## src/include/video_dac_pkg.sv

```systemverilog
// Purpose: Shared constants for the video DAC input register block
// Assumes: Levels are held in quarter-millivolt units above sync level
// Notes:   Register offsets are byte addresses on a 32-bit AHB-Lite bus
package video_dac_pkg;
    // Register map
    localparam logic [7:0]  ADDR_CTRL          = 8'h00;
    localparam logic [7:0]  ADDR_PIXEL         = 8'h04;
    localparam logic [7:0]  ADDR_LEVEL         = 8'h08;
    localparam logic [7:0]  ADDR_FAULT         = 8'h0C;
    // Control fields
    localparam int          CTRL_WIDTH8_BIT    = 0;
    localparam int          CTRL_SETUP_BIT     = 1;
    localparam logic [1:0]  CTRL_RESET         = 2'h3;
    // Fault fields, write one to clear
    localparam int          FAULT_CONFLICT_BIT = 0;
    localparam int          FAULT_RATE_BIT     = 1;
    localparam logic [1:0]  FAULT_RESET        = 2'h0;
    // Pixel and level register values
    localparam logic [7:0]  PIXEL_CLEAR        = 8'h00;
    localparam logic [7:0]  PIXEL_WHITE        = 8'hFF;
    localparam logic [7:0]  PIXEL_RESET        = 8'h00;
    localparam logic [15:0] LEVEL_RESET        = 16'h0000;
    // Analog weights, quarter millivolts
    localparam logic [15:0] LSB8_Q             = 16'h000A;
    localparam logic [15:0] LSB4_Q             = 16'h00A0;
    localparam logic [15:0] BLACK_Q            = 16'h0549;
    localparam logic [15:0] SYNC_Q             = 16'h0474;
    localparam logic [15:0] BRIGHT_Q           = 16'h011C;
    localparam logic [15:0] SETUP_OPEN_Q       = 16'h00D5;
    localparam logic [15:0] SETUP_GND_Q        = 16'h0000;
    // Reference results, quarter millivolts
    localparam logic [15:0] LVL_WHITE_DIM_Q    = 16'h105B;
    localparam logic [15:0] LVL_WHITE_BRT_Q    = 16'h0F3F;
    localparam logic [15:0] LVL_MSB_DIM_Q      = 16'h0B65;
    localparam logic [15:0] LVL_BLANK_OPEN_Q   = 16'h0474;
    // Timing
    localparam int          CLK_PERIOD_NS      = 8;
    localparam int          UPDATE_PERIOD_NS   = 20;
    localparam int          MIN_STROBE_CYCLES  =
        (UPDATE_PERIOD_NS + CLK_PERIOD_NS - 1) / CLK_PERIOD_NS;
    localparam logic [1:0]  STROBE_GAP_MIN     = 2'(MIN_STROBE_CYCLES);
endpackage : video_dac_pkg

```

## src/include/level_if.sv

```systemverilog
// Purpose: Carries register contents and controls to the level encoder
// Assumes: All signals belong to mclk_in
// Notes:   Active-low controls keep their pin polarity
`timescale 1ns/1ns
`default_nettype none
interface level_if;
    logic [7:0]  pixel;
    logic        sync_n;
    logic        blank_n;
    logic        bright_n;
    logic        setup_open;
    logic        width8;
    logic [15:0] level;
    modport calc (input pixel, sync_n, blank_n, bright_n, setup_open, width8, output level);
    modport user (output pixel, sync_n, blank_n, bright_n, setup_open, width8, input level);
endinterface : level_if
`default_nettype wire

```

## src/core/video_dac_input_register.sv

```systemverilog
// Purpose: Pixel input register and composite level of a video DAC
// Assumes: All pins except the asynchronous reset_in synchronous to mclk_in; single AHB-Lite master
// Notes:   Controls act on the clock, not asynchronously
//
// The AHB-Lite slave port and the address map are this design's own decisions.
`timescale 1ns/1ns
`default_nettype none
module video_dac_input_register
    import video_dac_pkg::*;
(
    input  wire logic        mclk_in,
    input  wire logic        reset_in,
    input  wire logic        clk_en_in,
    input  wire logic        hsel_in,
    input  wire logic [7:0]  haddr_in,
    input  wire logic [1:0]  htrans_in,
    input  wire logic        hwrite_in,
    input  wire logic [2:0]  hsize_in,
    input  wire logic [31:0] hwdata_in,
    input  wire logic        hready_in,
    output var  logic [31:0] hrdata_out,
    output var  logic        hreadyout_out,
    output var  logic        hresp_out,
    input  wire logic [7:0]  pixel_in,
    input  wire logic        strobe_in,
    input  wire logic        sync_n_in,
    input  wire logic        blank_n_in,
    input  wire logic        ref_white_n_in,
    input  wire logic        bright_n_in,
    output var  logic [7:0]  pixel_reg_out,
    output var  logic [15:0] level_out
);
    logic [7:0]  pixel_ff;
    logic [7:0]  nxt_pixel_ff;
    logic        strobe_q_ff;
    logic        nxt_strobe_q_ff;
    logic [1:0]  gap_ff;
    logic [1:0]  nxt_gap_ff;
    logic [15:0] level_ff;
    logic [15:0] nxt_level_ff;
    logic [1:0]  ctrl_ff;
    logic [1:0]  nxt_ctrl_ff;
    logic [1:0]  fault_ff;
    logic [1:0]  nxt_fault_ff;
    logic        wr_pend_ff;
    logic        nxt_wr_pend_ff;
    logic [7:0]  addr_ff;
    logic [7:0]  nxt_addr_ff;
    logic [31:0] hrdata_ff;
    logic [31:0] nxt_hrdata_ff;
    logic        strobe_rise;
    logic        forced_clear;
    logic [1:0]  fault_set;
    logic        bus_take;

    level_if lvl_bus ();

    level_calc u_level_calc
    (
        .lvl (lvl_bus.calc)
    );

    assign lvl_bus.pixel      = pixel_ff;
    assign lvl_bus.sync_n     = sync_n_in;
    assign lvl_bus.blank_n    = blank_n_in;
    assign lvl_bus.bright_n   = bright_n_in;
    assign lvl_bus.setup_open = ctrl_ff[CTRL_SETUP_BIT];
    assign lvl_bus.width8     = ctrl_ff[CTRL_WIDTH8_BIT];

    assign strobe_rise  = strobe_in && !strobe_q_ff;
    assign forced_clear = !sync_n_in || !blank_n_in;

    // Video path, frozen while the clock enable is low
    always_comb
    begin
        nxt_pixel_ff    = pixel_ff;
        nxt_strobe_q_ff = strobe_q_ff;
        nxt_gap_ff      = gap_ff;
        nxt_level_ff    = level_ff;
        fault_set       = 2'h0;
        if (clk_en_in)
        begin
            nxt_strobe_q_ff = strobe_in;
            nxt_level_ff    = lvl_bus.level;
            if (forced_clear)
            begin
                nxt_pixel_ff = PIXEL_CLEAR;
            end
            else if (!ref_white_n_in)
            begin
                nxt_pixel_ff = PIXEL_WHITE;
            end
            else if (strobe_rise)
            begin
                nxt_pixel_ff = ctrl_ff[CTRL_WIDTH8_BIT] ? pixel_in
                                                        : {pixel_in[7:4], 4'h0};
            end
            // Both controls together leave the register undefined on the part
            fault_set[FAULT_CONFLICT_BIT] = forced_clear && !ref_white_n_in;
            // Edges closer than the update period are flagged, still loaded
            if (strobe_rise)
            begin
                fault_set[FAULT_RATE_BIT] = gap_ff < STROBE_GAP_MIN;
                nxt_gap_ff = 2'h1;
            end
            else if (gap_ff != 2'h3)
            begin
                nxt_gap_ff = gap_ff + 2'h1;
            end
        end
    end

    always_ff @(posedge mclk_in or posedge reset_in)
    begin
        if (reset_in)
        begin
            pixel_ff    <= PIXEL_RESET;
            strobe_q_ff <= 1'b0;
            gap_ff      <= 2'h3;
            level_ff    <= LEVEL_RESET;
        end
        else
        begin
            pixel_ff    <= nxt_pixel_ff;
            strobe_q_ff <= nxt_strobe_q_ff;
            gap_ff      <= nxt_gap_ff;
            level_ff    <= nxt_level_ff;
        end
    end

    // Bus slave stays live under clock enable so transfers never hang
    assign bus_take = hsel_in && htrans_in[1] && hready_in;

    always_comb
    begin
        nxt_ctrl_ff    = ctrl_ff;
        nxt_fault_ff   = fault_ff;
        nxt_wr_pend_ff = bus_take && hwrite_in;
        nxt_addr_ff    = bus_take ? haddr_in : addr_ff;
        nxt_hrdata_ff  = hrdata_ff;
        if (wr_pend_ff && addr_ff == ADDR_CTRL)
        begin
            nxt_ctrl_ff = hwdata_in[1:0];
        end
        if (wr_pend_ff && addr_ff == ADDR_FAULT)
        begin
            nxt_fault_ff = fault_ff & ~hwdata_in[1:0];
        end
        // Set beats clear in the same cycle
        nxt_fault_ff = nxt_fault_ff | fault_set;
        if (bus_take && !hwrite_in)
        begin
            unique case (haddr_in)
                ADDR_CTRL:  nxt_hrdata_ff = {30'h0, nxt_ctrl_ff};
                ADDR_PIXEL: nxt_hrdata_ff = {24'h0, nxt_pixel_ff};
                ADDR_LEVEL: nxt_hrdata_ff = {16'h0, nxt_level_ff};
                ADDR_FAULT: nxt_hrdata_ff = {30'h0, nxt_fault_ff};
                default:    nxt_hrdata_ff = 32'h0;
            endcase
        end
    end

    always_ff @(posedge mclk_in or posedge reset_in)
    begin
        if (reset_in)
        begin
            ctrl_ff    <= CTRL_RESET;
            fault_ff   <= FAULT_RESET;
            wr_pend_ff <= 1'b0;
            addr_ff    <= 8'h00;
            hrdata_ff  <= 32'h0;
        end
        else
        begin
            ctrl_ff    <= nxt_ctrl_ff;
            fault_ff   <= nxt_fault_ff;
            wr_pend_ff <= nxt_wr_pend_ff;
            addr_ff    <= nxt_addr_ff;
            hrdata_ff  <= nxt_hrdata_ff;
        end
    end

    assign hrdata_out    = hrdata_ff;
    assign hreadyout_out = 1'b1;
    assign hresp_out     = 1'b0;
    assign pixel_reg_out = pixel_ff;
    assign level_out     = level_ff;
endmodule : video_dac_input_register
`default_nettype wire

```

## src/core/level_calc.sv

```systemverilog
// Purpose: Composite output level from pixel register and controls
// Assumes: Quarter-millivolt units above sync level
// Notes:   Purely combinational; caller registers the result
`timescale 1ns/1ns
`default_nettype none
module level_calc
    import video_dac_pkg::*;
(
    level_if.calc lvl
);
    logic [15:0] gray;
    logic [15:0] setup;
    logic [15:0] bright;

    always_comb
    begin
        // Four-bit variant weighs only the top nibble
        gray   = lvl.width8 ? 16'(lvl.pixel) * LSB8_Q
                            : 16'(lvl.pixel[7:4]) * LSB4_Q;
        setup  = lvl.setup_open ? SETUP_OPEN_Q : SETUP_GND_Q;
        bright = lvl.bright_n ? 16'h0000 : BRIGHT_Q;
        if (!lvl.sync_n)
        begin
            // Add before subtracting so no step dips below zero
            lvl.level = BLACK_Q + bright - setup - SYNC_Q;
        end
        else if (!lvl.blank_n)
        begin
            lvl.level = BLACK_Q - setup;
        end
        else
        begin
            lvl.level = BLACK_Q + gray + bright;
        end
    end
endmodule : level_calc
`default_nettype wire

```

## config.mk

```make
export PLATFORM = sky130hd
export DESIGN_NAME = video_dac_input_register
export DESIGN_NICKNAME = d
export VERILOG_FILES = /design/src/include/video_dac_pkg.sv /design/src/include/level_if.sv /design/src/core/video_dac_input_register.sv /design/src/core/level_calc.sv
export SDC_FILE = /design/constraint.sdc
export NUM_CORES = 1
export LEC_CHECK = 0
export BUFFER_PORTS_ARGS = -buffer_cell sky130_fd_sc_hd__buf_2
export CORE_ASPECT_RATIO = 0.9
export CORE_UTILIZATION = 55
export DETAILED_ROUTE_END_ITERATION = 8
export PLACE_DENSITY = 0.95
export SLEW_MARGIN = 20
export SYNTH_ARGS = -nofsm -noshare
export SYNTH_HDL_FRONTEND = slang
export SYNTH_SLANG_ARGS = --single-unit
```

## constraint.sdc

```tcl
create_clock -name mclk_in -period 5.6 [get_ports mclk_in]
set_input_delay 0.28 -clock mclk_in [delete_from_list [all_inputs] [get_ports mclk_in]]
set_output_delay 0.28 -clock mclk_in [all_outputs]
set_load 0.01 [all_outputs]
```

## Word level (Yosys, flattened, before mapping)

Cells that the tools add are included.

| storage, ports and cells | value |
|---|---|
| flip-flop bits (word level) | 72 |
| bits in latches | 0 |
| RAM bits | 0 |
| memory bits (read-only) | 0 |
| word-level logic and storage cells | 63 |
| memories kept | 0 |

| cells by class | value |
|---|---|
| add/subtract/negate cells | 7 |
| multipliers | 2 |
| div/mod/pow operators | 0 |
| $lt $le $gt $ge | 1 |
| equal/unequal tests | 5 |
| shift-type cells | 0 |
| mux-type cells | 18 |
| bitwise gates (word level) | 3 |
| reductions and logical operators | 18 |

Operators by type and width:

| operator | number |
|---|---|
| 16-bit case mux with 4 select lines | 1 |
| 16-bit two-way mux | 3 |
| 8-bit two-way mux | 5 |
| 11-bit by 16-bit adder with 16-bit output, first input constant | 2 |
| 8-bit by 4-bit equality test with 1-bit output, second input constant | 3 |
| 16-bit adder | 1 |
| 8-bit zero test | 2 |
| 11-bit by 16-bit subtractor with 16-bit output, first input constant | 1 |
| 16-bit by 11-bit subtractor with 16-bit output, second input constant | 1 |
| 16-bit subtractor | 1 |
| 12-bit two-way mux | 1 |
| 8-bit by 3-bit multiplier with 11-bit output, second input constant | 1 |
| 2-bit two-way mux | 5 |
| 9-bit two-way mux | 1 |
| 8-bit by 3-bit equality test with 1-bit output, second input constant | 1 |
| 1-bit logical AND | 8 |
| 4-bit by 3-bit multiplier with 7-bit output, second input constant | 1 |
| 1-bit zero test | 5 |
| 4-bit two-way mux | 1 |
| 2-bit by 1-bit adder with 2-bit output, second input constant | 1 |
| 2-bit bitwise AND | 1 |
| 2-bit less-than comparator, second input constant | 1 |
| 2-bit inequality test, second input constant | 1 |
| 2-bit inverter | 1 |
| 5 further kinds | 5 |

## Logic depth before layout (Yosys ltp)

Gate-level depths: netlist of run 1.

| depth | value |
|---|---|
| depth in word-level cells | 8 |
| gate-level depth with buffers | 16 |
| mapped depth without buffers | 16 |

## Cells and area by module

Synthesis of run 1 repeated with hierarchy kept, for this count alone.

| second synthesis, totals | value |
|---|---|
| cells, all modules | 363 |
| area total of the unflattened synthesis | 3692.3 um^2 |

By module, submodules not included:

| module | instances | cells an instance | area an instance (um^2) |
|---|---|---|---|
| video_dac_input_register | 1 | 224 | 2617.5 |
| level_calc | 1 | 139 | 1074.8 |

## Least setup slack after synthesis of run 1

No wires, ideal clock.

| timing path | value |
|---|---|
| kind | reg-to-reg |
| start | register pixel_ff[1], in the netlist pixel_reg_out[1] |
| end | register hrdata_ff[10], in the netlist hrdata_out[10] |
| library setup time | 121 ps |
| arrival | 3338 ps |
| path slack | 2141 ps |
| stages on the path, launching flop included | 17 |
| cell sequence | dfrtp_1 > ha_1 > ha_1 > fa_1 > a21oi_1 > nor2_1 > o21ai_0 > xor2_1 > ha_1 > inv_1 > ha_1 > nor2b_1 > a21o_1 > a31o_2 > xor2_1 > a31oi_1 > a22o_1 |

| between the ends | value |
|---|---|
| word-level cells in the longest chain between the ends | 8 |

RTL lines:

| element | RTL line | source |
|---|---|---|
| start: declaration | video_dac_input_register.sv:33 | `logic [7:0] pixel_ff;` |
| start signal: assignment | video_dac_input_register.sv:124 | `pixel_ff <= nxt_pixel_ff;` |
| 8-bit by 3-bit multiplier with 11-bit output | level_calc.sv:18 | `gray = lvl.width8 ? 16'(lvl.pixel) * LSB8_Q` |
| 12-bit two-way mux | level_calc.sv:18 |  |
| 11-bit by 16-bit adder with 16-bit output | level_calc.sv:33 | `lvl.level = BLACK_Q + gray + bright;` |
| 16-bit adder | level_calc.sv:33 |  |
| 16-bit two-way mux | level_calc.sv:27 | `else if (!lvl.blank_n)` |
| 16-bit two-way mux | level_calc.sv:22 | `if (!lvl.sync_n)` |
| 16-bit two-way mux | video_dac_input_register.sv:81 | `if (clk_en_in)` |
| net nxt_level_ff[10] | video_dac_input_register.sv:40 | `logic [15:0] nxt_level_ff;` |
| 16-bit case mux with 4 select lines | video_dac_input_register.sv:153 | `unique case (haddr_in)` |
| end signal: assignment | video_dac_input_register.sv:179 | `hrdata_ff <= nxt_hrdata_ff;` |
| end: declaration | video_dac_input_register.sv:49 | `logic [31:0] hrdata_ff;` |

The timed path passes the listed nets, and every way through them passes these cells.
A chain may end at the register's enable or synchronous reset.

## Worst setup path after layout of run 1

Ends and elaborated chain as after synthesis.

==> qor.csv, run 1 <==
metric,value,unit
CTS tree,yes,
max_cap viols,0,
share of cells above drive strength 1,0.248,
Unique masters post-synth,53,
CP endpoint kind,flop,
num rows,27,
root buf cell,clkbuf_8,
"Top FF cell, synth",dfrtp_1,
Hold Slack,0.117,ns
sequential area share after synthesis,0.402,
post-route minimum period,3.92,ns
CTS resizes,0,
Routed WL per cell,16.6,um
post-route clock period utilization,0.701,
die area,6690,um2
Core Box Area,6110,um2
top cell type by total area after synthesis,dfrtp_1,
pwr/cell area,274,nW/um2
leak pwr,2.02,nW
htree depth,2,
"flops & latches, synth",56,
initial antenna violation count,0,
warnings from Yosys,0,
CTS sink count,56,
FMAX,255,MHz
largest net degree at the start of global routing,57,
clk_skew,0.00878,ns
required time worst endpoint,5.86,ns
hpwl dp,6260,um
GRT Total Usage,0.267,
Util after Layout,0.642,
kind of critical path,reg2reg,
Post-synth top cells,"52 x dfrtp_1, 32 x ha_1, 29 x a21oi_1, 24 x nor2_1, 23 x inv_1",
Mapped Area,3500,um2
VDD IR-drop max,0.000231,V
DRT Pass-1 Iters,4,
CP Max Fanout,4,
Die W,86.1,um
"Avg Cell Area, Syn",9.89,um2
first-pass GRT wire length,13700,um
Final nets,513,
cts bufs inserted,5,
GRT overflow,0,
Cells after Synth,354,
status,"complete, no violations",
vias per cell,5.81,
Die Ht,77.7,um
GP Congestion,0.884,
area grow syn2layout,12.1,%
Final Slew Violations,0,
initial core utilization,0.573,
RSZ-0062 raised after global routing,false,
vias,2918,
DRC violations left,0,
most common cell in the netlist,dfrtp_1,
"Setup Fix Bufs, Post-CTS",0,
Ports,122,
worst reg-to-reg setup slack,1.68,ns
Final Power,0.00108,W
Worst-path clk slew,0.10,ns
hold crit path type,in2async,
asr flop ratio synth,1.00,
Rel. slew slack,0.395,
Synth top area share,0.372,
Final Setup Violations,0,
"top cells by area, synth","dfrtp_1 37%, ha_1 11%, mux2_2 4.5%, a21oi_1 4.1%, buf_4 3.9%",
CP arrival,4.19,ns
Critical Path Source Type,flop,
Ant. Diodes,0,
Port-buffer cells,69,
drt initial violations,235,
post-route ant nets,0,
vias in the first global route,2907,
Hold Fails Final Rpt,0,
final wirelength,8350,um
worst slew pin tran,0.907,ns
CTS Buffer Depth,2,
CTS Hold Buffers Added,0,
"Clk Latency, worst-skew pair",0.32,ns
Post-synth EDFFs,0,
post-route setup TNS,0,ns
power breakdown:
group | switching, W | total [W] | internal (W) | leakage [nW]
Sequential | 0.0000390 | 0.000492 | 0.000453 | 0.703
Combinational | 0.000187 | 0.000319 | 0.000132 | 1.26
Clock | 0.000133 | 0.000266 | 0.000132 | 0.0541
Total | 0.000359 | 0.00108 | 0.000718 | 2.02
layer usage:
metal	vias to the layer above	GRT usage	wire, um
met4	0	0.132	233
met3	24	0.0468	585
li1	1338	-	-
met2	136	0.452	4220
met5	-	0	0
met1	1420	0.328	3310
cell families (layout without fill, tap and decap cells):
logic type / Yosys count / in the layout / share of synthesized area
buffers and inverters: 56 / 101 / 0.0836
multiplexers: 19 / 19 / 0.0593
XOR/XNOR: 10 / 10 / 0.0272
flip-flops: 56 / 56 / 0.402
other: 2 / 18 / 0.00215
AO/OA/AOI/OAI: 95 / 95 / 0.184
AND/OR/NAND/NOR: 81 / 81 / 0.110
adder cells (fa/ha/maj): 35 / 35 / 0.132
metrics by stage:
| stage | cell area (um2) | setup slack [ns] | cells |
|---|---|---|---|
| after floorplan | 3560 | 2.14 | 370 |
| after global placement | 3810 | 1.90 | 494 |
| after detailed placement | 3810 | 1.77 | 494 |
| after CTS | 3920 | 1.70 | 502 |
| after global routing | 3930 | 1.48 | 502 |
| final | 3930 | 1.68 | 502 |
worst paths after layout:
| check | startpoint | cells past startpoint | end |
|---|---|---|---|
| max | pixel_reg_out[1] | 16 | hrdata_out[10] |
| min | reset_in | 2 | level_out[6] |
| max reg2reg | pixel_reg_out[1] | 16 | hrdata_out[10] |
| min reg2reg | hrdata_out[13] | 1 | hrdata_out[13] |
| max in group asynchronous | reset_in | 2 | pixel_reg_out[5] |
| min in group mclk_in | haddr_in[6] | 2 | addr_ff[6] |
registers in the layout, summed over array words and instances (netlist names):
name,flops
fault_ff,2
strobe_q_ff,1
ctrl_ff,2
gap_ff,2
wr_pend_ff,1
pixel_reg_out,8
hrdata_out,16
addr_ff,8
level_out,16
area by class of cell:
type / instances / area (um2)
inverters: 24 / 91.3
clock inverters: 3 / 42.5
repair buffers: 69 / 345
clock buffers: 5 / 68.8
fillers: 443 / 2190
flip-flops and latches: 56 / 1410
well taps: 87 / 109
multi-input cells: 258 / 1860
cell usage in the layout, fill, tap and decap left out, drive strengths merged, types with 7 or more instances in the layout:
cell   instances
buf           69
dfrtp         52
ha            32
a21oi         29
nor2          24
inv           22
nand2         22
conb          18
o21ai         16
mux2          14
a22o          11
a31oi          9
xor2           7
worst max-delay path, stage by stage (launching register included):
cell and delay, ns:
dfrtp_1 0.43, ha_1 0.31, ha_1 0.22, fa_1 0.41
a21oi_1 0.27, nor2_1 0.06, o21ai_0 0.19, xor2_1 0.17
ha_1 0.16, inv_1 0.04, ha_1 0.30, nor2b_1 0.18
a21o_1 0.20, a31o_2 0.23, xor2_1 0.16, a31oi_1 0.33
a22o_1 0.20
Note: power is estimated with default switching activity, not from simulation.
==> run 2, diff against run 1 <==
Settings changed: CORE_UTILIZATION 55 to 51, PLACE_DENSITY 0.95 to 0.91.
Clock period 5.6 ns to 3.7 ns, I/O delays scaled along.
==> run 2 against run 1 <==
Global-route usage shrank 2.6 points. Sequential cell count stayed put. Cell count is 2.0% higher. First-iteration DRC count is 11% lower. Non-clock buffer count rose by 7. Utilization down 3.3 points. Die area increased by 7.7%. Final area is 2.7% higher. Register-to-register slack worse by 1.5 ns. Sequential power rose by 51%. Setup slack got worse by 1.5 ns. Clock power rose by 33%. Largest power group unchanged. Highest routed layer unchanged.
==> qor.csv, run 2 (synthesis gave the netlist of run 1 again) <==
metric,value,unit,change
status,"complete, no violations",,unchanged
hold crit path type,in2async,,unchanged
worst reg-to-reg setup slack,0.17,ns,was 1.68 ns
Util after Layout,0.609,,was 0.642
Final Slew Violations,0,,unchanged
vias in the first global route,2841,,was 2907
cts bufs inserted,5,,unchanged
most frequent cells in the layout,"69 x buf_2, 51 x dfrtp_1, 29 x ha_1",,"was 69 x buf_2, 52 x dfrtp_1, 32 x ha_1"
post-route setup TNS,0,ns,unchanged
Die W,89.3,um,was 86.1 um
num rows,28,,was 27
kind of critical path,reg2reg,,unchanged
CTS Buffer Depth,2,,unchanged
CTS tree,yes,,unchanged
CP max stage delay,0.41,ns,was 0.43 ns
GRT Total Usage,0.241,,was 0.267
initial core utilization,0.529,,was 0.573
final wirelength,8300,um,was 8350 um
post-route setup slack,0.169,ns,was 1.68 ns
initial antenna violation count,0,,unchanged
"commonest non-fill, non-tap cell in the layout",buf_2,,unchanged
area grow syn2layout,15.2,%,was 12.1%
CP endpoint kind,flop,,unchanged
CP arrival,3.74,ns,was 4.19 ns
CP Max Fanout,3,,was 4
Rel. slew slack,0.371,,was 0.395
htree depth,2,,unchanged
post-layout instance count excluding filler cells,512,,was 502
leak pwr,2.04,nW,was 2.02 nW
Setup WS pre-CTS,0.0437,ns,was 1.77 ns
GRT overflow,0,,unchanged
drt initial violations,208,,was 235
worst flop-to-flop path startpoint,pixel_reg_out[1],,unchanged
post-route minimum period,3.53,ns,was 3.92 ns
Critical Path Source Type,flop,,unchanged
first-pass GRT wire length,13300,um,was 13700 um
Die Ht,80.6,um,was 77.7 um
share of cells above drive strength 1,0.287,,was 0.248
Port-buffer cells,69,,unchanged
CTS sink count,56,,unchanged
kind of cell adding the most delay to the critical path,adder cells,,was compound AO/OA/AOI/OAI gates
required time worst endpoint,3.91,ns,was 5.86 ns
"Clk Latency, worst-skew pair",0.32,ns,about the same
Final nets,520,,was 513
Reg2Reg Depth,16,,unchanged
Flop pwr share,0.456,,was 0.457
Worst Path Buf+Inv,1,,unchanged
post-route clock period utilization,0.954,,was 0.701
proportion of power drawn by combinational gates,0.326,,was 0.296
vias per cell,5.72,,was 5.81
CP Cell Sequence,ha_1 -> ha_2 -> fa_2 -> a21oi_2 -> nor2_1 -> o21ai_1 -> xor2_1 -> ha_2 -> inv_1 -> ha_1 -> nor2b_4 -> a21o_1 -> a31o_4 -> xor2_2 -> a31oi_2 -> a22o_1,,was ha_1 -> ha_1 -> fa_1 -> a21oi_1 -> nor2_1 -> o21ai_0 -> xor2_1 -> ha_1 -> inv_1 -> ha_1 -> nor2b_1 -> a21o_1 -> a31o_2 -> xor2_1 -> a31oi_1 -> a22o_1
CTS Hold Buffers Added,0,,unchanged
slowest CP cell,fa_2,,was dfrtp_1
post-route ant nets,0,,unchanged
Hold Fails Final Rpt,0,,unchanged
sw power,0.000561,W,was 0.000359 W
internal cell power,0.00107,W,was 0.000718 W
max_cap viols,0,,unchanged
pwr/cell area,404,nW/um2,was 274 nW/um2
Crit path depth,16,,unchanged
die area,7200,um2,was 6690 um2
worst slew pin tran,0.943,ns,was 0.907 ns
Core Box Area,6620,um2,was 6110 um2
clk_skew,0.00395,ns,was 0.00878 ns
Ports,122,,unchanged
GP Congestion,0.914,,was 0.884
hpwl dp,6310,um,was 6260 um
root buf cell,clkbuf_8,,unchanged
FMAX,283,MHz,was 255 MHz
Sw Ratio,0.344,,was 0.333
DRT Pass-1 Iters,5,,was 4
largest net degree at the start of global routing,57,,unchanged
VDD IR-drop max,0.000295,V,was 0.000231 V
Ant. Diodes,0,,unchanged
Routed WL per cell,16.2,um,was 16.6 um
Final Setup Violations,0,,unchanged
DRC violations left,0,,unchanged
Inst Count DP,503,,was 494
CP Launch Point,pixel_reg_out[1],,unchanged
Hold Slack,0.0417,ns,was 0.117 ns
Worst-path clk slew,0.10,ns,about the same
clock share of power,0.218,,was 0.247
vias,2928,,was 2918
run 2: changes by cell type in the layout (fill, tap and decap cells not counted), moves of 3 or more:
| cell | delta |
|---|---|
| buf_4 | +7 |
| ha_1 | -3 |
| a21oi_1 | -3 |
| a21oi_2 | +3 |
run 2: final timing paths:
path / end
min in group mclk_in: wr_pend_ff
min reg2reg: hrdata_out[2]
min: strobe_q_ff
max: hrdata_out[10]
max in group asynchronous: pixel_reg_out[2]
max reg2reg: hrdata_out[10]
run 2: metrics by stage:
stage          instance area [um2]  total power, W
6_report                      4030         0.00163
4_1_cts                       3960         0.00158
3_5_place_dp                  3860         0.00124
5_1_grt                       4030         0.00172
3_3_place_gp                  3860         0.00121
2_1_floorplan                 3560         0.00110
run 2: area by class of cell:
| class | instances | area, um2 |
|---|---|---|
| fillers | 537 | 2590 |
| multi-input cells | 258 | 1930 |
| flip-flops and latches | 56 | 1410 |
| repair buffers | 76 | 398 |
| well taps | 90 | 113 |
| inverters | 24 | 91.3 |
| clock buffers | 7 | 86.3 |
| clock inverters | 1 | 7.51 |
run 2: metal layers:
metal  vias up  track usage  part of all wire
met4         0       0.0841             0.022
met3        19       0.0421             0.070
met5         -            0                 0
li1       1360            -                 -
met1      1415        0.324              0.42
met2       134        0.391              0.49
run 2: repair_timing:
action / in CTS / in global routing
buffers inserted: 0 / 1
setup endpoints to repair: 0 / 6
gates resized for setup: 0 / 15
run 2: power by group through the flow:
stage	Combinational, W	Clock [W]	Sequential (W)
finish	0.000531	0.000355	0.000743
global route	0.000588	0.000374	0.000753
CTS	0.000490	0.000354	0.000741
detailed placement	0.000486	0	0.000753
global placement	0.000459	0	0.000748
floorplan	0.000344	0	0.000752
==> run 3, diff against run 2 <==
Settings changed: CORE_UTILIZATION 51 to 55, PLACE_DENSITY 0.91 to 0.95.
Clock period 3.7 ns to 4.4 ns, I/O delays scaled along.
==> run 3 against run 2 <==
Die area is 7.1% lower. Combinational power decreased by 24%. Sequential share of layout area is 0.93 points higher. Total power down 16%. Setup slack improved by 0.35 ns. Register-to-register slack gained 0.35 ns. Maximum frequency is 9.1% lower. Global-route usage increased by 1.4 points. Via count barely moved. Clock skew up 0.0033 ns. Sequential power down 15%.
==> qor.csv, run 3 (synthesis gave the netlist of run 1 again) <==
metric,value,unit,change
status,"complete, no violations",,unchanged
first-pass GRT wire length,13300,um,about the same
Worst-path clk slew,0.10,ns,about the same
pwr/cell area,347,nW/um2,was 404 nW/um2
met2 wire len,4080,um,was 4060 um
DRC violations left,0,,unchanged
GRT overflow,0,,unchanged
VDD IR-drop max,0.000307,V,was 0.000295 V
"commonest non-fill, non-tap cell in the layout",buf_2,,unchanged
max_cap viols,0,,unchanged
Rel. slew slack,0.373,,was 0.371
required time worst endpoint,4.65,ns,was 3.91 ns
Routed WL per cell,16.1,um,was 16.2 um
CP Cell Sequence,ha_1 -> ha_1 -> fa_1 -> a21oi_1 -> nor2_1 -> o21ai_0 -> xor2_1 -> ha_1 -> inv_1 -> ha_1 -> nor2b_1 -> a21o_1 -> a31o_2 -> xor2_1 -> a31oi_1 -> a22o_1,,was ha_1 -> ha_2 -> fa_2 -> a21oi_2 -> nor2_1 -> o21ai_1 -> xor2_1 -> ha_2 -> inv_1 -> ha_1 -> nor2b_4 -> a21o_1 -> a31o_4 -> xor2_2 -> a31oi_2 -> a22o_1
CP Max Fanout,4,,was 3
kind of cell adding the most delay to the critical path,adder cells,,unchanged
Port-buffer cells,69,,unchanged
largest net degree at the start of global routing,57,,unchanged
initial antenna violation count,0,,unchanged
routed metal-1 wirelength,3300,um,was 3470 um
initial core utilization,0.573,,was 0.529
CTS Hold Buffers Added,0,,unchanged
clk_skew,0.00730,ns,was 0.00395 ns
DRT Pass-1 Iters,5,,unchanged
CP endpoint kind,flop,,unchanged
Max Used Layer,met4,,unchanged
drt initial violations,192,,was 208
leak pwr,2.02,nW,was 2.04 nW
CTS sink count,56,,unchanged
CTS Buffer Depth,2,,unchanged
FMAX,257,MHz,was 283 MHz
share of cells above drive strength 1,0.248,,was 0.287
cts bufs inserted,5,,unchanged
post-layout instance count excluding filler cells,502,,was 512
GRT Total Usage,0.256,,was 0.241
RSZ-0062 raised after global routing,false,,
post-route minimum period,3.88,ns,was 3.53 ns
Fillers,463,,was 537
hpwl dp,6220,um,was 6310 um
register area,1410,um2,about the same
kind of critical path,reg2reg,,unchanged
hold crit path type,in2async,,unchanged
Multi-input gate area,1860,um2,was 1930 um2
sw power,0.000450,W,was 0.000561 W
htree depth,2,,unchanged
vias,2927,,was 2928
CP most frequent cell,ha_1,,
Die W,86.1,um,was 89.3 um
Flop pwr share,0.461,,was 0.456
Worst Path Buf+Inv,1,,unchanged
CP arrival,4.13,ns,was 3.74 ns
Die Ht,77.7,um,was 80.6 um
root buf cell,clkbuf_8,,unchanged
reg-to-reg critical path endpoint,hrdata_out[10],,unchanged
post-route ant nets,0,,unchanged
Final Slew Violations,0,,unchanged
Final nets,513,,was 520
internal cell power,0.000914,W,was 0.00107 W
Ports,122,,unchanged
vias per cell,5.83,,was 5.72
most frequent cells in the layout,"69 x buf_2, 52 x dfrtp_1, 32 x ha_1",,"was 69 x buf_2, 51 x dfrtp_1, 29 x ha_1"
die area,6690,um2,was 7200 um2
num rows,27,,was 28
"Clk Latency, worst-skew pair",0.31,ns,was 0.32 ns
vias in the first global route,2826,,was 2841
Critical Path Source Type,flop,,unchanged
worst slew pin tran,0.939,ns,was 0.943 ns
Hold Fails Final Rpt,0,,unchanged
GP Congestion,0.884,,was 0.914
Core Box Area,6110,um2,was 6620 um2
post-route setup TNS,0,ns,unchanged
post-route clock period utilization,0.883,,was 0.954
"Setup Fix Bufs, Post-CTS",0,,unchanged
clock share of power,0.245,,was 0.218
routed wl met3,528,um,was 580 um
final wirelength,8110,um,was 8300 um
Sw Ratio,0.330,,was 0.344
Reg2Reg Depth,16,,unchanged
CTS tree,yes,,unchanged
area grow syn2layout,12.1,%,was 15.2%
Ant. Diodes,0,,unchanged
CTS resizes,0,,unchanged
worst flop-to-flop path startpoint,pixel_reg_out[1],,unchanged
CP max stage delay,0.43,ns,was 0.41 ns
slowest CP cell,dfrtp_1,,was fa_2
Inst Count DP,494,,was 503
worst reg-to-reg setup slack,0.52,ns,was 0.17 ns
Crit path depth,16,,unchanged
proportion of power drawn by combinational gates,0.294,,was 0.326
Final Setup Violations,0,,unchanged
[run 3: changes by cell type in the layout (fill, tap and decap cells not counted), moves of 2 or more]
cell | previous run | this run
ha_2 | 2 | 0
a31oi_2 | 2 | 0
buf_4 | 7 | 0
a21oi_2 | 3 | 0
a21oi_1 | 26 | 29
ha_1 | 29 | 32
a31oi_1 | 7 | 9
[run 3: layout make-up]
| type | instances | area share |
|---|---|---|
| Clock inverter | 3 | 0.0108 |
| Inverter | 24 | 0.0233 |
| Timing Repair Buffer | 69 | 0.0880 |
| Multi-Input combinational cell | 258 | 0.474 |
| Clock buffer | 5 | 0.0175 |
| Sequential cell | 56 | 0.358 |
| Tap cell | 87 | 0.0277 |
[run 3: power groups by stage]
stage | sequential (W) | clock, W | combinational, W
5_1_grt | 0.000636 | 0.000357 | 0.000448
4_1_cts | 0.000627 | 0.000337 | 0.000399
2_1_floorplan | 0.000633 | 0 | 0.000290
3_3_place_gp | 0.000632 | 0 | 0.000370
3_5_place_dp | 0.000636 | 0 | 0.000394
6_report | 0.000629 | 0.000334 | 0.000401
[run 3: worst register-to-register path: stages, from the launching register on]
cell	delay [ns]
dfrtp_1	0.43
ha_1	0.32
ha_1	0.23
fa_1	0.41
a21oi_1	0.28
nor2_1	0.07
o21ai_0	0.19
xor2_1	0.18
ha_1	0.16
inv_1	0.04
ha_1	0.30
nor2b_1	0.17
a21o_1	0.19
a31o_2	0.23
xor2_1	0.15
a31oi_1	0.29
a22o_1	0.20
[run 3: metal layers]
metal | GRT usage | vias to the layer above
met1 | 0.327 | 1446
met4 | 0.105 | 0
met5 | 0 | -
li1 | - | 1341
met3 | 0.0351 | 21
met2 | 0.435 | 119
[run 3: worst max path at each step]
stage / from / to
floorplan: pixel_reg_out[1] / hrdata_out[10]
global placement: pixel_reg_out[1] / hrdata_out[10]
detailed placement: pixel_reg_out[1] / hrdata_out[10]
CTS: pixel_reg_out[1] / hrdata_out[10]
global route: pixel_reg_out[1] / hrdata_out[10]
finish: pixel_reg_out[1] / hrdata_out[10]
[run 3: per-stage QoR]
step / setup WS, ns / instance area (um2) / power (W) / hold WS, ns / util
after CTS: 0.565 / 3920 / 0.00136 / 0.148 / 0.642
after detailed placement: 0.613 / 3810 / 0.00103 / 0.469 / 0.623
after floorplan: 0.941 / 3560 / 0.000922 / 0.349 / -
final: 0.516 / 3930 / 0.00136 / 0.0814 / 0.642
after global routing: 0.371 / 3930 / 0.00144 / 0.148 / 0.642
after global placement: 0.698 / 3810 / 0.00100 / 0.463 / 0.623
